`src/wpo_pkg.sv`:
```
// Shared constants, command codes and decode types for the write posting order block
package wpo_pkg;
    localparam int CNT_W = 8;
    localparam logic [CNT_W-1:0] CNT_MAX = 8'hFF;
    localparam logic [CNT_W-1:0] CNT_NEAR_FULL = 8'hFD;
    localparam int FLAG_W = 5;
    localparam int FL_WR_DONE = 0;
    localparam int FL_NP_SEL = 1;
    localparam int FL_POST_SYNC = 2;
    localparam int FL_STALL = 3;
    localparam int FL_NOTIFY = 4;
    localparam logic [3:0] OFF_CTRL = 4'h0;
    localparam logic [3:0] OFF_STATUS = 4'h4;
    localparam logic [3:0] OFF_POSTED_CNT = 4'h8;
    localparam logic [3:0] OFF_NP_CNT = 4'hC;
    localparam int CTRL_ENABLE = 0;
    localparam int CTRL_FORCE_NP = 1;
    localparam logic [1:0] CTRL_RESET = 2'h1;
    localparam int ST_BUSY = 0;
    localparam int ST_STALLED = 1;
    localparam int ST_CNT_LSB = 8;
    typedef enum logic [3:0] {
        OP_NOP = 4'h0,
        OP_REG_TO_MEM = 4'h1,
        OP_MEM_COPY = 4'h2,
        OP_IDX_STORE = 4'h3,
        OP_IMM_STORE = 4'h4,
        OP_HEAD_REPORT = 4'h5,
        OP_TT_UPDATE = 4'h6,
        OP_PERF_REPORT = 4'h7,
        OP_ATOMIC = 4'h8,
        OP_DW_FLUSH = 4'h9,
        OP_DW_FLUSH_ALT = 4'hA,
        OP_PIPE_SYNC = 4'hB,
        OP_USER_INT = 4'hC
    } wpo_op_e;
    typedef struct packed {
        logic wr;
        logic np;
        logic flush;
    } wpo_dec_s;
endpackage

```
`src/wpo_cnt_if.sv`:
```
// Carrier between the ordering engine and its outstanding posted write counter
`timescale 1ns/1ps
`default_nettype none
interface wpo_cnt_if;
    logic inc;
    logic dec;
    logic [wpo_pkg::CNT_W-1:0] count;
    logic zero;
    logic near_full;
    modport ctl (output inc, output dec, input count, input zero, input near_full);
    modport cnt (input inc, input dec, output count, output zero, output near_full);
endinterface
`default_nettype wire

```
`src/wpo_post_counter.sv`:
```
// Outstanding posted write counter
`timescale 1ns/1ps
`default_nettype none
module wpo_post_counter (
    input wire logic i_clock,
    input wire logic i_reset,
    wpo_cnt_if.cnt cif
);
    logic [wpo_pkg::CNT_W-1:0] count_reg;

    // Issue and acknowledge in one cycle cancel out
    always_ff @(posedge i_clock) begin
        if (i_reset) begin
            count_reg <= '0;
        end else if (cif.inc && !cif.dec) begin
            count_reg <= count_reg + 8'h01;
        end else if (cif.dec && !cif.inc && count_reg != '0) begin
            count_reg <= count_reg - 8'h01;
        end
    end

    assign cif.count = count_reg;
    assign cif.zero = (count_reg == '0);
    assign cif.near_full = (count_reg >= wpo_pkg::CNT_NEAR_FULL);

    chk_count_up: assert property (@(posedge i_clock) disable iff (i_reset)
        (cif.inc && !cif.dec) |=> (count_reg == $past(count_reg) + 8'h01))
        else $error("posted counter missed an issue");
    chk_count_down: assert property (@(posedge i_clock) disable iff (i_reset)
        (cif.dec && !cif.inc && count_reg != '0) |=> (count_reg == $past(count_reg) - 8'h01))
        else $error("posted counter missed an acknowledge");
endmodule // wpo_post_counter
`default_nettype wire

```
`src/wpo_posting_order.sv`:
```
// Write posting order engine: posted and non-posted command writes, flush points, register slave
// How it works
// - Posted write: issue it and take the next command without waiting.
// - Non-posted write: stall command intake until the write is globally observed.
// - Non-posted completion also waits until all earlier posted writes are observed.
// - Every posted write is tracked until its acknowledge arrives.
// - A read after a posted write may see stale data; no protection given.
// - Register store, copy, indexed store, head, table update, perf report: posted unless force non-posted is set.
// - Immediate store is non-posted with write completion option, posted otherwise.
// - Per-command posted or non-posted selection, atomic included, is honoured.
// - Dword flush with post-sync writes non-posted.
// - Pipe sync post-sync writes posted if non-stalling, non-posted if stalling.
// - Stalling pipe sync, dword flush, user interrupt, notify: drain posted writes.
`timescale 1ns/1ps
`default_nettype none
module wpo_posting_order (
    input wire logic i_clock,
    input wire logic i_reset,
    input wire logic i_cmd_valid,
    input wire logic [3:0] i_cmd_op,
    input wire logic [wpo_pkg::FLAG_W-1:0] i_cmd_flags,
    input wire logic [31:0] i_cmd_addr,
    input wire logic [31:0] i_cmd_data,
    output logic o_cmd_ready,
    output logic o_wr_valid,
    output logic o_wr_posted,
    output logic [31:0] o_wr_addr,
    output logic [31:0] o_wr_data,
    input wire logic i_wr_ready,
    input wire logic i_go_valid,
    input wire logic i_go_posted,
    output logic o_stalled,
    input wire logic [3:0] i_avs_address,
    input wire logic i_avs_read,
    input wire logic i_avs_write,
    input wire logic [31:0] i_avs_writedata,
    input wire logic [3:0] i_avs_byteenable,
    output logic [31:0] o_avs_readdata,
    output logic o_avs_waitrequest
);
    typedef enum logic [1:0] {
        ST_IDLE,
        ST_ISSUE,
        ST_NP_WAIT,
        ST_DRAIN
    } wpo_state_e;

    wpo_state_e state_reg;
    wpo_state_e state_next;
    logic [1:0] ctrl_reg;
    logic pend_np_reg;
    logic pend_flush_reg;
    logic [15:0] posted_cnt_reg;
    logic [15:0] np_cnt_reg;
    logic cmd_take;
    logic wr_take;
    logic np_done;
    logic ready_next;
    wpo_pkg::wpo_dec_s dec;

    wpo_cnt_if cif ();

    wpo_post_counter u_counter (
        .i_clock(i_clock),
        .i_reset(i_reset),
        .cif(cif)
    );

    function automatic wpo_pkg::wpo_dec_s decode(
        input logic [3:0] op,
        input logic [wpo_pkg::FLAG_W-1:0] fl,
        input logic force_np
    );
        wpo_pkg::wpo_dec_s d;
        d = '0;
        case (op)
            wpo_pkg::OP_REG_TO_MEM, wpo_pkg::OP_MEM_COPY, wpo_pkg::OP_IDX_STORE,
            wpo_pkg::OP_HEAD_REPORT, wpo_pkg::OP_TT_UPDATE, wpo_pkg::OP_PERF_REPORT: begin
                d.wr = 1'b1;
            end
            wpo_pkg::OP_IMM_STORE: begin
                d.wr = 1'b1;
                d.np = fl[wpo_pkg::FL_WR_DONE];
            end
            wpo_pkg::OP_ATOMIC: begin
                d.wr = 1'b1;
                d.np = fl[wpo_pkg::FL_NP_SEL];
            end
            wpo_pkg::OP_DW_FLUSH, wpo_pkg::OP_DW_FLUSH_ALT: begin
                d.wr = fl[wpo_pkg::FL_POST_SYNC];
                d.np = 1'b1;
                d.flush = 1'b1;
            end
            wpo_pkg::OP_PIPE_SYNC: begin
                d.wr = fl[wpo_pkg::FL_POST_SYNC];
                d.np = fl[wpo_pkg::FL_STALL];
                d.flush = fl[wpo_pkg::FL_STALL] | fl[wpo_pkg::FL_NOTIFY];
            end
            wpo_pkg::OP_USER_INT: begin
                d.flush = 1'b1;
            end
            default: begin
                d = '0;
            end
        endcase
        // Software override makes every write a flush point, at a latency cost
        if (force_np && d.wr) begin
            d.np = 1'b1;
        end
        return d;
    endfunction

    assign cmd_take = i_cmd_valid && o_cmd_ready;
    assign wr_take = o_wr_valid && i_wr_ready;
    assign np_done = i_go_valid && !i_go_posted;
    assign dec = decode(i_cmd_op, i_cmd_flags, ctrl_reg[wpo_pkg::CTRL_FORCE_NP]);

    // Reads are not ordered against posted writes here; that hazard is left to software
    always_comb begin
        state_next = state_reg;
        case (state_reg)
            ST_IDLE: begin
                if (cmd_take && dec.wr) begin
                    state_next = ST_ISSUE;
                end else if (cmd_take && dec.flush) begin
                    state_next = ST_DRAIN;
                end
            end
            ST_ISSUE: begin
                if (wr_take && pend_np_reg) begin
                    state_next = ST_NP_WAIT;
                end else if (wr_take && pend_flush_reg) begin
                    state_next = ST_DRAIN;
                end else if (wr_take) begin
                    state_next = ST_IDLE;
                end
            end
            ST_NP_WAIT: begin
                if (np_done) begin
                    state_next = ST_DRAIN;
                end
            end
            ST_DRAIN: begin
                if (cif.zero) begin
                    state_next = ST_IDLE;
                end
            end
            default: begin
                state_next = ST_IDLE;
            end
        endcase
    end

    // Intake also pauses before the counter could wrap
    assign ready_next = (state_next == ST_IDLE) && ctrl_reg[wpo_pkg::CTRL_ENABLE] && !cif.near_full;

    always_ff @(posedge i_clock) begin
        if (i_reset) begin
            state_reg <= ST_IDLE;
            o_cmd_ready <= 1'b0;
            o_stalled <= 1'b0;
        end else begin
            state_reg <= state_next;
            o_cmd_ready <= ready_next;
            o_stalled <= (state_next == ST_NP_WAIT) || (state_next == ST_DRAIN);
        end
    end

    always_ff @(posedge i_clock) begin
        if (i_reset) begin
            o_wr_valid <= 1'b0;
            o_wr_posted <= 1'b0;
            o_wr_addr <= '0;
            o_wr_data <= '0;
            pend_np_reg <= 1'b0;
            pend_flush_reg <= 1'b0;
        end else if (cmd_take) begin
            o_wr_valid <= dec.wr;
            o_wr_posted <= !dec.np;
            o_wr_addr <= i_cmd_addr;
            o_wr_data <= i_cmd_data;
            pend_np_reg <= dec.np;
            pend_flush_reg <= dec.flush;
        end else if (wr_take) begin
            o_wr_valid <= 1'b0;
        end
    end

    assign cif.inc = wr_take && o_wr_posted;
    assign cif.dec = i_go_valid && i_go_posted;

    always_ff @(posedge i_clock) begin
        if (i_reset) begin
            posted_cnt_reg <= '0;
            np_cnt_reg <= '0;
        end else if (wr_take && o_wr_posted) begin
            posted_cnt_reg <= posted_cnt_reg + 16'h0001;
        end else if (wr_take) begin
            np_cnt_reg <= np_cnt_reg + 16'h0001;
        end
    end

    // Slave answers one cycle after a request with waitrequest low for exactly one cycle
    always_ff @(posedge i_clock) begin
        if (i_reset) begin
            o_avs_waitrequest <= 1'b1;
            o_avs_readdata <= '0;
        end else if ((i_avs_read || i_avs_write) && o_avs_waitrequest) begin
            o_avs_waitrequest <= 1'b0;
            case (i_avs_address)
                wpo_pkg::OFF_CTRL: o_avs_readdata <= {30'h0000_0000, ctrl_reg};
                wpo_pkg::OFF_STATUS: o_avs_readdata <= {16'h0000, cif.count, 6'h00, o_stalled,
                    state_reg != ST_IDLE};
                wpo_pkg::OFF_POSTED_CNT: o_avs_readdata <= {16'h0000, posted_cnt_reg};
                wpo_pkg::OFF_NP_CNT: o_avs_readdata <= {16'h0000, np_cnt_reg};
                default: o_avs_readdata <= '0;
            endcase
        end else begin
            o_avs_waitrequest <= 1'b1;
        end
    end

    always_ff @(posedge i_clock) begin
        if (i_reset) begin
            ctrl_reg <= wpo_pkg::CTRL_RESET;
        end else if (i_avs_write && !o_avs_waitrequest && i_avs_address == wpo_pkg::OFF_CTRL
                     && i_avs_byteenable[0]) begin
            ctrl_reg <= i_avs_writedata[1:0];
        end
    end

    chk_posted_no_stall: assert property (@(posedge i_clock) disable iff (i_reset)
        (wr_take && o_wr_posted && !pend_flush_reg && ctrl_reg[wpo_pkg::CTRL_ENABLE] && !cif.near_full)
        |=> o_cmd_ready)
        else $error("posted write stalled intake");
    chk_np_stall: assert property (@(posedge i_clock) disable iff (i_reset)
        (state_reg == ST_NP_WAIT && !np_done) |=> (!o_cmd_ready && o_stalled))
        else $error("intake open before non-posted completion");
    chk_np_retire: assert property (@(posedge i_clock) disable iff (i_reset)
        (state_reg == ST_DRAIN && !cif.zero) |=> !o_cmd_ready)
        else $error("drain left with posted writes outstanding");
    chk_fixed_posted: assert property (@(posedge i_clock) disable iff (i_reset)
        (cmd_take && !ctrl_reg[wpo_pkg::CTRL_FORCE_NP] && (i_cmd_op == wpo_pkg::OP_REG_TO_MEM
        || i_cmd_op == wpo_pkg::OP_MEM_COPY || i_cmd_op == wpo_pkg::OP_PERF_REPORT))
        |=> (o_wr_valid && o_wr_posted))
        else $error("fixed posted command not posted");
    chk_imm_store: assert property (@(posedge i_clock) disable iff (i_reset)
        (cmd_take && i_cmd_op == wpo_pkg::OP_IMM_STORE) |=> (o_wr_valid && o_wr_posted ==
        !($past(i_cmd_flags[wpo_pkg::FL_WR_DONE]) || $past(ctrl_reg[wpo_pkg::CTRL_FORCE_NP]))))
        else $error("immediate store posting wrong");
    chk_atomic_sel: assert property (@(posedge i_clock) disable iff (i_reset)
        (cmd_take && i_cmd_op == wpo_pkg::OP_ATOMIC && i_cmd_flags[wpo_pkg::FL_NP_SEL])
        |=> (o_wr_valid && !o_wr_posted))
        else $error("atomic selection ignored");
    chk_dw_flush: assert property (@(posedge i_clock) disable iff (i_reset)
        (cmd_take && i_cmd_op == wpo_pkg::OP_DW_FLUSH && i_cmd_flags[wpo_pkg::FL_POST_SYNC])
        |=> (o_wr_valid && !o_wr_posted && state_reg == ST_ISSUE))
        else $error("dword flush write posted");
    chk_pipe_sync: assert property (@(posedge i_clock) disable iff (i_reset)
        (cmd_take && i_cmd_op == wpo_pkg::OP_PIPE_SYNC && i_cmd_flags[wpo_pkg::FL_POST_SYNC]
        && !ctrl_reg[wpo_pkg::CTRL_FORCE_NP]) |=> (o_wr_posted == !$past(i_cmd_flags[wpo_pkg::FL_STALL])))
        else $error("pipe sync posting wrong");
    chk_flush_drain: assert property (@(posedge i_clock) disable iff (i_reset)
        (cmd_take && i_cmd_op == wpo_pkg::OP_USER_INT) |=> (state_reg == ST_DRAIN && !o_cmd_ready))
        else $error("user interrupt did not drain");
endmodule // wpo_posting_order
`default_nettype wire

```
`config.mk`:
```
export PLATFORM = sky130hd
export DESIGN_NAME = wpo_posting_order
export DESIGN_NICKNAME = d
export VERILOG_FILES = /design/src/wpo_pkg.sv /design/src/wpo_cnt_if.sv /design/src/wpo_post_counter.sv /design/src/wpo_posting_order.sv
export SDC_FILE = /design/constraint.sdc
export NUM_CORES = 1
export LEC_CHECK = 0
export ABC_AREA = 1
export BUFFER_PORTS_ARGS = -buffer_cell sky130_fd_sc_hd__clkbuf_2
export CAP_MARGIN = 40
export CORE_UTILIZATION = 45
export DETAILED_ROUTE_END_ITERATION = 6
export GPL_TIMING_DRIVEN = 0
export PLACE_DENSITY = 0.77
export SLEW_MARGIN = 20
export SYNTH_ARGS = -nofsm -noshare
export SYNTH_HDL_FRONTEND = slang
export SYNTH_SLANG_ARGS = --single-unit
```
`constraint.sdc`:
```
create_clock -name i_clock -period 2 [get_ports i_clock]
set_clock_uncertainty 0.15 [all_clocks]
set_input_delay 0.3 -clock i_clock [delete_from_list [all_inputs] [get_ports i_clock]]
set_output_delay 0.3 -clock i_clock [all_outputs]
set_load 0.02 [all_outputs]
```
==> flow_summary_export.csv, run 1 <==
group,metric,value,unit
run_status,outcome,"finished with violations",
run_status,violations,"setup timing",
cts,cts_sinks,131,
cells_and_area,seqCellArea,2630,µm²
sta,setup-tns-final,-0.0156,ns
critical_path,r2r_end,"u_counter.cif.count[6]",
synthesis,yosysTopAreaCellShare,44.1,%
cells_and_area,antenna_cells_inserted,0,
sta,fin_ws,-0.0156,ns
critical_path,critPathSlowestCell,"dfxtp_4",
critical_path,path_class,"reg -> reg",
place,hpwl,12200,µm
cts,cts_inserted_buffers,17,
cts,cts_buffer_depth,2,
cts,cts_htree_levels,4,
power,ir_drop,842,µV
sta,fmax,0.496,GHz
critical_path,r2r-start,"o_wr_valid",
detailed_routing,drcViolationCount,0,
synthesis,ys_ff_latch,131,
detailed_routing,viasPerCell,5.07,
detailed_routing,drt-pass1-iter-count,5,
critical_path,start_kind,"flip-flop",
sta,period_needed,2.02,ns
synthesis,synth-edff-count,0,
critical_path,endpoint_kind,"flip-flop",
cells_and_area,fillCellCount,1049,
critical_path,reg2reg_slack,-0.02,ns
critical_path,worstRegToRegCells,12,
critical_path,crit_required,2.16,ns
cts,root_buffer,"clkbuf_16",
sta,finalSetupViolations,1,
cells_and_area,multi_input_area,2980,µm²
grt,grt-ovfl-total,0,
synthesis,syn_avg_cell_area,7.03,µm²
synthesis,synth_cell_types,40,
cells_and_area,syn_to_final_growth,42.2,%
synthesis,synth_largest_area_cell,"dfxtp_1",
synthesis,synthFlopType,"dfxtp_1",
grt,antenna_found_initial,0,
min_path,min_path_type,"in -> reg",
min_path,worstHoldStart,"i_cmd_data[6]",
sta,slew_headroom,58.9,%
critical_path,path_cells,"nand2_8, nor2_8, inv_6, nor2_4, inv_6, ha_4, a21oi_2, or2_4, nand3_2, nand2_1, a21oi_2, nor2_1",
critical_path,cpPeakStageDelay,0.37,ns
cts,tritoncts,"built",
die,die_w,117,µm
flow_run,maxCapViolations,0,
die,die_height,117,µm
critical_path,critPathMaxFanout,7,
cells_and_area,top_regs,"o_wr_addr: 32 flops, o_wr_data: 32 flops",
grt,grt_pass1_wl,28700,µm
min_path,min_path_cells,3,
cells_and_area,post-route-util,66.2,%
synthesis,async_reset_ff_share,0,%
sta,slew_violations,0,
synthesis,netlist_instances,846,
synthesis,syn_area,5950,µm²
detailed_routing,avgRoutedWirePerCell,14.2,µm
detailed_routing,num_vias,6617,
die,die-area,13700,µm²
power,leakagePower,0.00373,µW
synthesis,yosys_warnings,0,
sta,rsz0062_at_grt,"true",
cells_and_area,layout.nets,1250,
place,gp_congestion,0.876,
die,initial_core_util,46.6,%
die,ios,222,
power,powerDensity,905,nW/µm²
sta,fin_crit_sh,101,%
die,rows,41,
grt,grt_pass1_vias,6192,
synthesis,seq_area_frac_synth,44.1,%
sta,finalHoldViolations,0,
die,coreArea,12800,µm²
detailed_routing,detail-route-antenna-nets,0,
cts,clock_latency,0.42,ns
grt,grt_max_degree,17,
grt,grt_usage,27.6,%
cts,clk_pin_slew,0.06,ns
synthesis,synth_area_leaders,"dfxtp_1 44%, nor2_1 12%, nand2_1 9.5%, o21ai_0 8.1%, a21oi_1 4.5%",
detailed_routing,wl,18500,µm
place,io_buffers,171,
sta,worst_pin_slew,0.613,ns
min_path,hold-path-endpoint,"o_wr_data[6]",
cells_and_area,drive_gt1_share,24.4,%
critical_path,arrival,2.17,ns
detailed_routing,first_iter_violations,379,
[where the power goes]
part           internal [µW]  total (µW)  switching, µW
Sequential              2800        2960            157
Combinational            643        1620            975
Clock                   1850        3080           1230
[placed cells by master, fill, tap and decap left out, types with 3 or more instances in the layout]
master / instances
a21oi_1: 50
a21oi_2: 3
buf_2: 5
buf_4: 27
clkbuf_1: 27
clkbuf_16: 17
clkbuf_2: 171
clkinvlp_4: 4
conb_1: 16
dfxtp_1: 129
dlygate4sd3_1: 58
ha_1: 3
ha_4: 5
inv_1: 66
inv_2: 3
inv_6: 6
nand2_1: 145
nand2_2: 5
nand3_1: 31
nand3_2: 3
nand4_1: 10
nor2_1: 186
nor2_2: 4
nor2_4: 5
nor3_1: 5
o211ai_1: 9
o21ai_0: 94
o21ai_1: 5
o22ai_1: 6
xor2_1: 4
[cells in the mapped netlist, drive strengths merged (4+ instances only)]
cell type and count:
nand2 153, nor2 196, ha 8, nand4 11, inv 71, buf 22, nor3 6, clkbuf 26
a21oi 54, xor2 4, o22ai 6, nand3 34, dfxtp 131, o211ai 9, o21ai 100
[cell families (layout without fill, tap and decap cells)]
logic type | Yosys count | count (layout) | share of synthesized area (%)
AND/OR/NAND/NOR | 406 | 406 | 29.0
other | 1 | 16 | 0.0630
AO/OA/AOI/OAI | 174 | 174 | 15.4
buffers and inverters | 121 | 393 | 8.83
flip-flops | 131 | 131 | 44.1
adder cells (fa/ha/maj) | 9 | 9 | 2.02
XOR/XNOR | 4 | 4 | 0.589
[worst max-delay path, delay by kind of cell (launching register included)]
family	cells	cell delay, ns
buffers and inverters	2	0.13
adder cells (fa/ha/maj)	1	0.31
AO/OA/AOI/OAI	2	0.19
flip-flops	1	0.37
AND/OR/NAND/NOR	7	0.75
[how the worst max path moves through the flow]
stage / from / to / slack, ns / cells after the start
after floorplan: o_wr_valid / u_counter.cif.count[6] / -0.09 / 12
after global placement: i_wr_ready / u_counter.cif.count[7] / -0.30 / 15
after detailed placement: i_wr_ready / u_counter.cif.count[7] / -0.32 / 15
after CTS: o_wr_valid / u_counter.cif.count[6] / -0.02 / 12
after global routing: o_wr_valid / u_counter.cif.count[7] / -0.12 / 14
final: o_wr_valid / u_counter.cif.count[6] / -0.02 / 12
[metal layers]
layer	share of wire (%)	vias up	GRT usage, %
li1	-	3255	-
met1	39	2974	30.8
met2	48	327	47.1
met3	9.1	61	8.44
met4	3.7	0	14.9
met5	0	-	0
[cell type report]
class | count | share of cell area, %
flip-flops and latches | 131 | 31.1
plain buffers | 48 | 2.92
well taps | 172 | 2.55
clock buffers | 18 | 5.08
multi-input cells | 609 | 35.2
clock inverters | 14 | 1.82
repair buffers | 240 | 18.0
inverters | 73 | 3.36
[per-stage QoR]
step	setup WS, ns	instance area [µm²]	power (µW)	std cells	hold slack, ns
after floorplan	-0.0861	6080	3920	861	0.263
after global placement	-0.302	7150	4330	1204	0.304
after CTS	-0.0170	8440	7590	1304	0.00469
final	-0.0156	8460	7650	1305	0.00789
after detailed placement	-0.324	7150	4360	1204	0.306
after global routing	-0.122	8460	8000	1305	0.0140
[repair_timing]
item | 4_1_cts | 5_1_grt
hold endpoints to repair | 58 | 0
hold buffers | 58 | 0
gates resized for setup | 13 | 4
setup endpoints to repair | 5 | 5
setup buffers | 10 | 1
pin swaps | 17 | 5
No activity file was read; power rests on OpenSTA's default activity.
==> inputs of run 2 (changes only) <==
--- a/config.mk
+++ b/config.mk
@@ -8,10 +8,11 @@
 export ABC_AREA = 1
 export BUFFER_PORTS_ARGS = -buffer_cell sky130_fd_sc_hd__clkbuf_2
 export CAP_MARGIN = 40
-export CORE_UTILIZATION = 45
+export CORE_UTILIZATION = 46
+export CTS_BUF_LIST = sky130_fd_sc_hd__clkbuf_4 sky130_fd_sc_hd__clkbuf_8
 export DETAILED_ROUTE_END_ITERATION = 6
 export GPL_TIMING_DRIVEN = 0
-export PLACE_DENSITY = 0.77
+export PLACE_DENSITY = 0.78
 export SLEW_MARGIN = 20
 export SYNTH_ARGS = -nofsm -noshare
 export SYNTH_HDL_FRONTEND = slang
==> flow_summary_export.csv, run 2 (same netlist as run 1, synthesis figures left out) <==
group,metric,value,unit
grt,grt_pass1_vias,6129,
die,rows,41,
cells_and_area,drive_gt1_share,25.5,%
cells_and_area,syn_to_final_growth,41.9,%
detailed_routing,viasPerCell,5.00,
die,die_height,116,µm
die,initial_core_util,47.1,%
critical_path,cp-startpoint,"o_wr_valid",
run_status,violations,"setup timing",
cells_and_area,multi_input_area,3020,µm²
cells_and_area,antenna_cells_inserted,0,
grt,grt_max_degree,17,
cells_and_area,layout.nets,1264,
detailed_routing,drcViolationCount,0,
critical_path,reg2reg_slack,-0.07,ns
power,ir_drop,638,µV
cts,root_buffer,"clkbuf_8",
detailed_routing,wl_met3,1360,µm
grt,antenna_found_initial,0,
sta,rsz0062_at_grt,"true",
critical_path,crit_end,"u_counter.cif.count[6]",
power,powerDensity,822,nW/µm²
critical_path,arrival,2.25,ns
place,io_buffers,171,
sta,finalHoldViolations,0,
cts,cts_inserted_buffers,17,
detailed_routing,m1WireLength,7620,µm
die,ios,222,
critical_path,r2r-start,"o_wr_valid",
cells_and_area,top_regs,"o_wr_addr: 32 flops, o_wr_data: 32 flops",
place,place_ws,-0.336,ns
sta,slew_violations,0,
detailed_routing,avgRoutedWirePerCell,14.2,µm
critical_path,critPathMaxFanout,7,
cells_and_area,layout_commonest_cell,"nor2_1",
place,hpwl,11900,µm
place,gp_congestion,0.889,
cts,tritoncts,"built",
sta,hold_ws,0.0731,ns
cts,cts_htree_levels,4,
sta,slew_headroom,58.2,%
cts,clock_latency,0.44,ns
sta,worst_pin_slew,0.624,ns
critical_path,start_kind,"flip-flop",
detailed_routing,drt-pass1-iter-count,7,
run_status,outcome,"finished with violations",
detailed_routing,top_layer_used,"met4",
detailed_routing,num_vias,6586,
sta,fmax,0.484,GHz
sta,fin_ws,-0.0672,ns
detailed_routing,met2_length,9060,µm
sta,finalSetupViolations,3,
cts,cts_sinks,131,
critical_path,r2r_end,"u_counter.cif.count[6]",
sta,period_needed,2.07,ns
die,die-area,13400,µm²
grt,grt_pass1_wl,29200,µm
critical_path,worstRegToRegCells,12,
grt,grt-ovfl-total,0,
die,coreArea,12600,µm²
detailed_routing,wl,18700,µm
cells_and_area,final_cell_mix,"185 x nor2_1, 171 x clkbuf_2, 141 x nand2_1, 129 x dfxtp_1, 94 x o21ai_0",
power,leakagePower,0.00373,µW
cts,clk_pin_slew,0.07,ns
cells_and_area,seqCellArea,2630,µm²
min_path,min_path_type,"in -> reg",
detailed_routing,detail-route-antenna-nets,0,
critical_path,path_class,"reg -> reg",
grt,grt_usage,28.4,%
flow_run,maxCapViolations,0,
cells_and_area,fillCellCount,1033,
critical_path,crit_required,2.18,ns
cts,cts_buffer_depth,2,
critical_path,endpoint_kind,"flip-flop",
detailed_routing,first_iter_violations,399,
sta,fin_crit_sh,103,%
die,die_w,116,µm
[run 2: through the flow]
step / cells / total power [µW] / area, µm² / TNS [ns] / util [%]
CTS: 1310 / 6800 / 8330 / -0.00235 / 66.0
detailed placement: 1204 / 4360 / 7150 / -1.30 / 56.6
global placement: 1204 / 4330 / 7150 / -1.15 / 56.6
global route: 1317 / 7280 / 8440 / -0.593 / 66.9
finish: 1317 / 6940 / 8440 / -0.129 / 66.9
floorplan: 861 / 3920 / 6080 / -0.171 / -
[run 2: report_power, final]
group,internal [µW],switching (µW)
Combinational,691,1020
Clock,1250,1020
Sequential,2800,160
Total,4740,2190
[run 2: layer usage]
layer  vias up  global-route usage (%)
li1       3266                       -
met1      2988                    33.9
met2       276                    48.2
met3        56                    6.75
met4         0                    13.7
met5         -                       0
[run 2: area by class of cell]
type	count	area share, %
Sequential cell	131	31.2
Multi-Input combinational cell	609	35.8
Buffer	48	2.92
Timing Repair Buffer	254	19.5
Inverter	73	3.40
Tap cell	172	2.55
Clock inverter	11	1.63
Clock buffer	19	3.02
[run 2: how the worst min path moves through the flow]
stage / from / endpoint / depth (start not counted)
after global routing: i_reset / posted_cnt_reg[11] / 2
final: i_reset / posted_cnt_reg[11] / 2
after CTS: i_reset / posted_cnt_reg[11] / 2
after floorplan: i_avs_writedata[0] / ctrl_reg[0] / 2
after global placement: pend_flush_reg / pend_flush_reg / 2
after detailed placement: o_avs_readdata[4] / o_avs_readdata[4] / 2
[run 2: worst max-delay path: stages (launching register included)]
cell and delay, ns:
dfxtp_4 0.38, nand2_8 0.06, nor2_8 0.12, inv_8 0.04, nor2_4 0.12, clkinv_4 0.14
ha_4 0.35, nand2_4 0.06, or2_4 0.25, nand3_2 0.07, nand2_2 0.05, a21oi_2 0.11
nor2_1 0.05
[run 2: repair_timing]
item | 4_1_cts | 5_1_grt
hold buffers | 66 | 0
hold endpoints to repair | 66 | 0
gates resized for setup | 15 | 17
endpoints found under the setup margin | 5 | 5
pin swaps | 18 | 21
setup buffers | 10 | 7
==> inputs of run 3 (changes only) <==
--- a/config.mk
+++ b/config.mk
@@ -8,11 +8,11 @@
 export ABC_AREA = 1
 export BUFFER_PORTS_ARGS = -buffer_cell sky130_fd_sc_hd__clkbuf_2
 export CAP_MARGIN = 40
-export CORE_UTILIZATION = 46
-export CTS_BUF_LIST = sky130_fd_sc_hd__clkbuf_4 sky130_fd_sc_hd__clkbuf_8
+export CORE_UTILIZATION = 45
+export CTS_BUF_LIST = sky130_fd_sc_hd__clkbuf_16
 export DETAILED_ROUTE_END_ITERATION = 6
 export GPL_TIMING_DRIVEN = 0
-export PLACE_DENSITY = 0.78
+export PLACE_DENSITY = 0.77
 export SLEW_MARGIN = 20
 export SYNTH_ARGS = -nofsm -noshare
 export SYNTH_HDL_FRONTEND = slang
==> flow_summary_export.csv, run 3 (same netlist as run 1, synthesis figures left out) <==
group,metric,value,unit
run_status,outcome,"finished with violations",
run_status,violations,"setup timing",
power,powerDensity,905,nW/µm²
cts,clk_pin_slew,0.06,ns
detailed_routing,wl,18500,µm
critical_path,cp.depth,12,
die,ios,222,
detailed_routing,first_iter_violations,394,
grt,grt-ovfl-total,0,
critical_path,start_kind,"flip-flop",
die,die_height,117,µm
place,gp_congestion,0.876,
critical_path,cpPeakStageDelay,0.37,ns
die,die-area,13700,µm²
cells_and_area,post-route-util,66.2,%
critical_path,path_class,"reg -> reg",
sta,fmax,0.495,GHz
die,initial_core_util,46.6,%
sta,slew_headroom,59.1,%
cells_and_area,syn_to_final_growth,42.2,%
critical_path,reg2reg_slack,-0.02,ns
sta,rsz0062_at_grt,"true",
grt,antenna_found_initial,0,
sta,finalHoldViolations,0,
critical_path,cp_top_family,"simple AND/OR/NAND/NOR gates",
cts,root_buffer,"clkbuf_16",
cts,cts_sinks,131,
grt,grt_max_degree,17,
critical_path,cp-startpoint,"o_wr_valid",
die,coreArea,12800,µm²
critical_path,endpoint_kind,"flip-flop",
critical_path,critPathMaxFanout,7,
detailed_routing,avgRoutedWirePerCell,14.2,µm
cells_and_area,final_cell_mix,"186 x nor2_1, 171 x clkbuf_2, 145 x nand2_1, 129 x dfxtp_1, 94 x o21ai_0",
cts,cts_buffer_depth,2,
cts,cts_inserted_buffers,17,
sta,slew_violations,0,
sta,fin_ws,-0.0186,ns
critical_path,path_cells,"nand2_8, nor2_8, inv_6, nor2_4, inv_6, ha_4, a21oi_2, or2_4, nand3_2, nand2_1, a21oi_2, nor2_1",
cells_and_area,drive_gt1_share,24.4,%
critical_path,r2r_end,"u_counter.cif.count[6]",
detailed_routing,num_vias,6609,
detailed_routing,viasPerCell,5.06,
detailed_routing,detail-route-antenna-nets,0,
critical_path,cp_num_buf_inv,2,
place,hpwl,12200,µm
cts,cts_htree_levels,4,
place,io_buffers,171,
critical_path,r2r-start,"o_wr_valid",
cells_and_area,layout_commonest_cell,"nor2_1",
min_path,min_path_type,"in -> reg",
flow_run,maxCapViolations,0,
critical_path,crit_required,2.16,ns
critical_path,arrival,2.18,ns
sta,period_needed,2.02,ns
die,die_w,117,µm
grt,grt_pass1_wl,28700,µm
detailed_routing,drcViolationCount,0,
cells_and_area,antenna_cells_inserted,0,
sta,fin_crit_sh,101,%
cts,tritoncts,"built",
cts,clock_latency,0.42,ns
cells_and_area,layout.nets,1250,
critical_path,worstRegToRegCells,12,
power,ir_drop,843,µV
die,rows,41,
sta,worst_pin_slew,0.611,ns
sta,finalSetupViolations,1,
cells_and_area,stdcell_count,1305,
critical_path,critPathSlowestCell,"dfxtp_4",
place,place_inst,1204,
power,leakagePower,0.00374,µW
critical_path,crit_end,"u_counter.cif.count[6]",
detailed_routing,drt-pass1-iter-count,6,
grt,grt_pass1_vias,6192,
cells_and_area,top_regs,"o_wr_addr: 32 flops, o_wr_data: 32 flops",
grt,grt_usage,27.6,%
run 3: changes by cell type in the layout (fill, tap and decap cells not counted), sizes merged, moves of 2 or more:
| cell | previous run | this run |
|---|---|---|
| dlygate4sd3 | 66 | 58 |
| inv | 70 | 77 |
| buf | 39 | 33 |
| clkinv | 8 | 5 |
| clkbuf | 216 | 214 |
run 3: worst min-delay path by stage:
stage / startpoint / end / slack [ns] / depth (start not counted)
2_1_floorplan: i_avs_writedata[0] / ctrl_reg[0] / 0.26 / 2
3_3_place_gp: pend_flush_reg / pend_flush_reg / 0.30 / 2
3_5_place_dp: o_avs_readdata[13] / o_avs_readdata[13] / 0.31 / 2
4_1_cts: i_cmd_data[6] / o_wr_data[6] / 0.005 / 3
5_1_grt: i_cmd_data[6] / o_wr_data[6] / 0.01 / 3
6_report: i_cmd_data[6] / o_wr_data[6] / 0.008 / 3
run 3: area by class of cell:
type                       count  area [µm²]
clock inverter                15         158
clock buffer                  17         425
tap                          172         215
multi-input combinational    609        2980
sequential                   131        2630
buffer                        48         246
fill                        1049        4320
timing repair buffer         240        1520
inverter                      73         284
run 3: report_power, final:
part | switching [µW] | internal, µW
combinational | 975 | 643
sequential | 158 | 2800
clock | 1230 | 1840
total | 2370 | 5290
run 3: worst min-delay path, cell delays in order:
cell and delay, ns:
clkbuf_2 0.08, o21ai_0 0.07, nor2_1 0.09
run 3: stage by stage:
step / area, µm² / power [µW] / setup slack [ns] / TNS, ns / hold slack [ns]
2_1_floorplan: 6080 / 3920 / -0.0861 / -0.171 / 0.263
6_report: 8460 / 7650 / -0.0186 / -0.0186 / 0.00806
4_1_cts: 8440 / 7580 / -0.0170 / -0.0179 / 0.00469
5_1_grt: 8460 / 7990 / -0.122 / -0.421 / 0.0140
3_5_place_dp: 7150 / 4360 / -0.324 / -1.25 / 0.306
3_3_place_gp: 7150 / 4330 / -0.302 / -1.11 / 0.304
run 3: per-layer routing:
| layer | vias up | routed length [µm] | GRT usage (%) |
|---|---|---|---|
| li1 | 3254 | - | - |
| met1 | 2975 | 7360 | 30.8 |
| met2 | 316 | 8840 | 47.1 |
| met3 | 64 | 1600 | 8.44 |
| met4 | 0 | 690 | 14.9 |
| met5 | - | 0 | 0 |
run 3: timing repair:
item                                   4_1_cts  5_1_grt
resized for setup                           13        4
setup endpoints to repair                    5        5
setup buffers                               10        1
pin swaps                                   17        5
endpoints found under the hold margin       58        0
hold buffers                                58        0
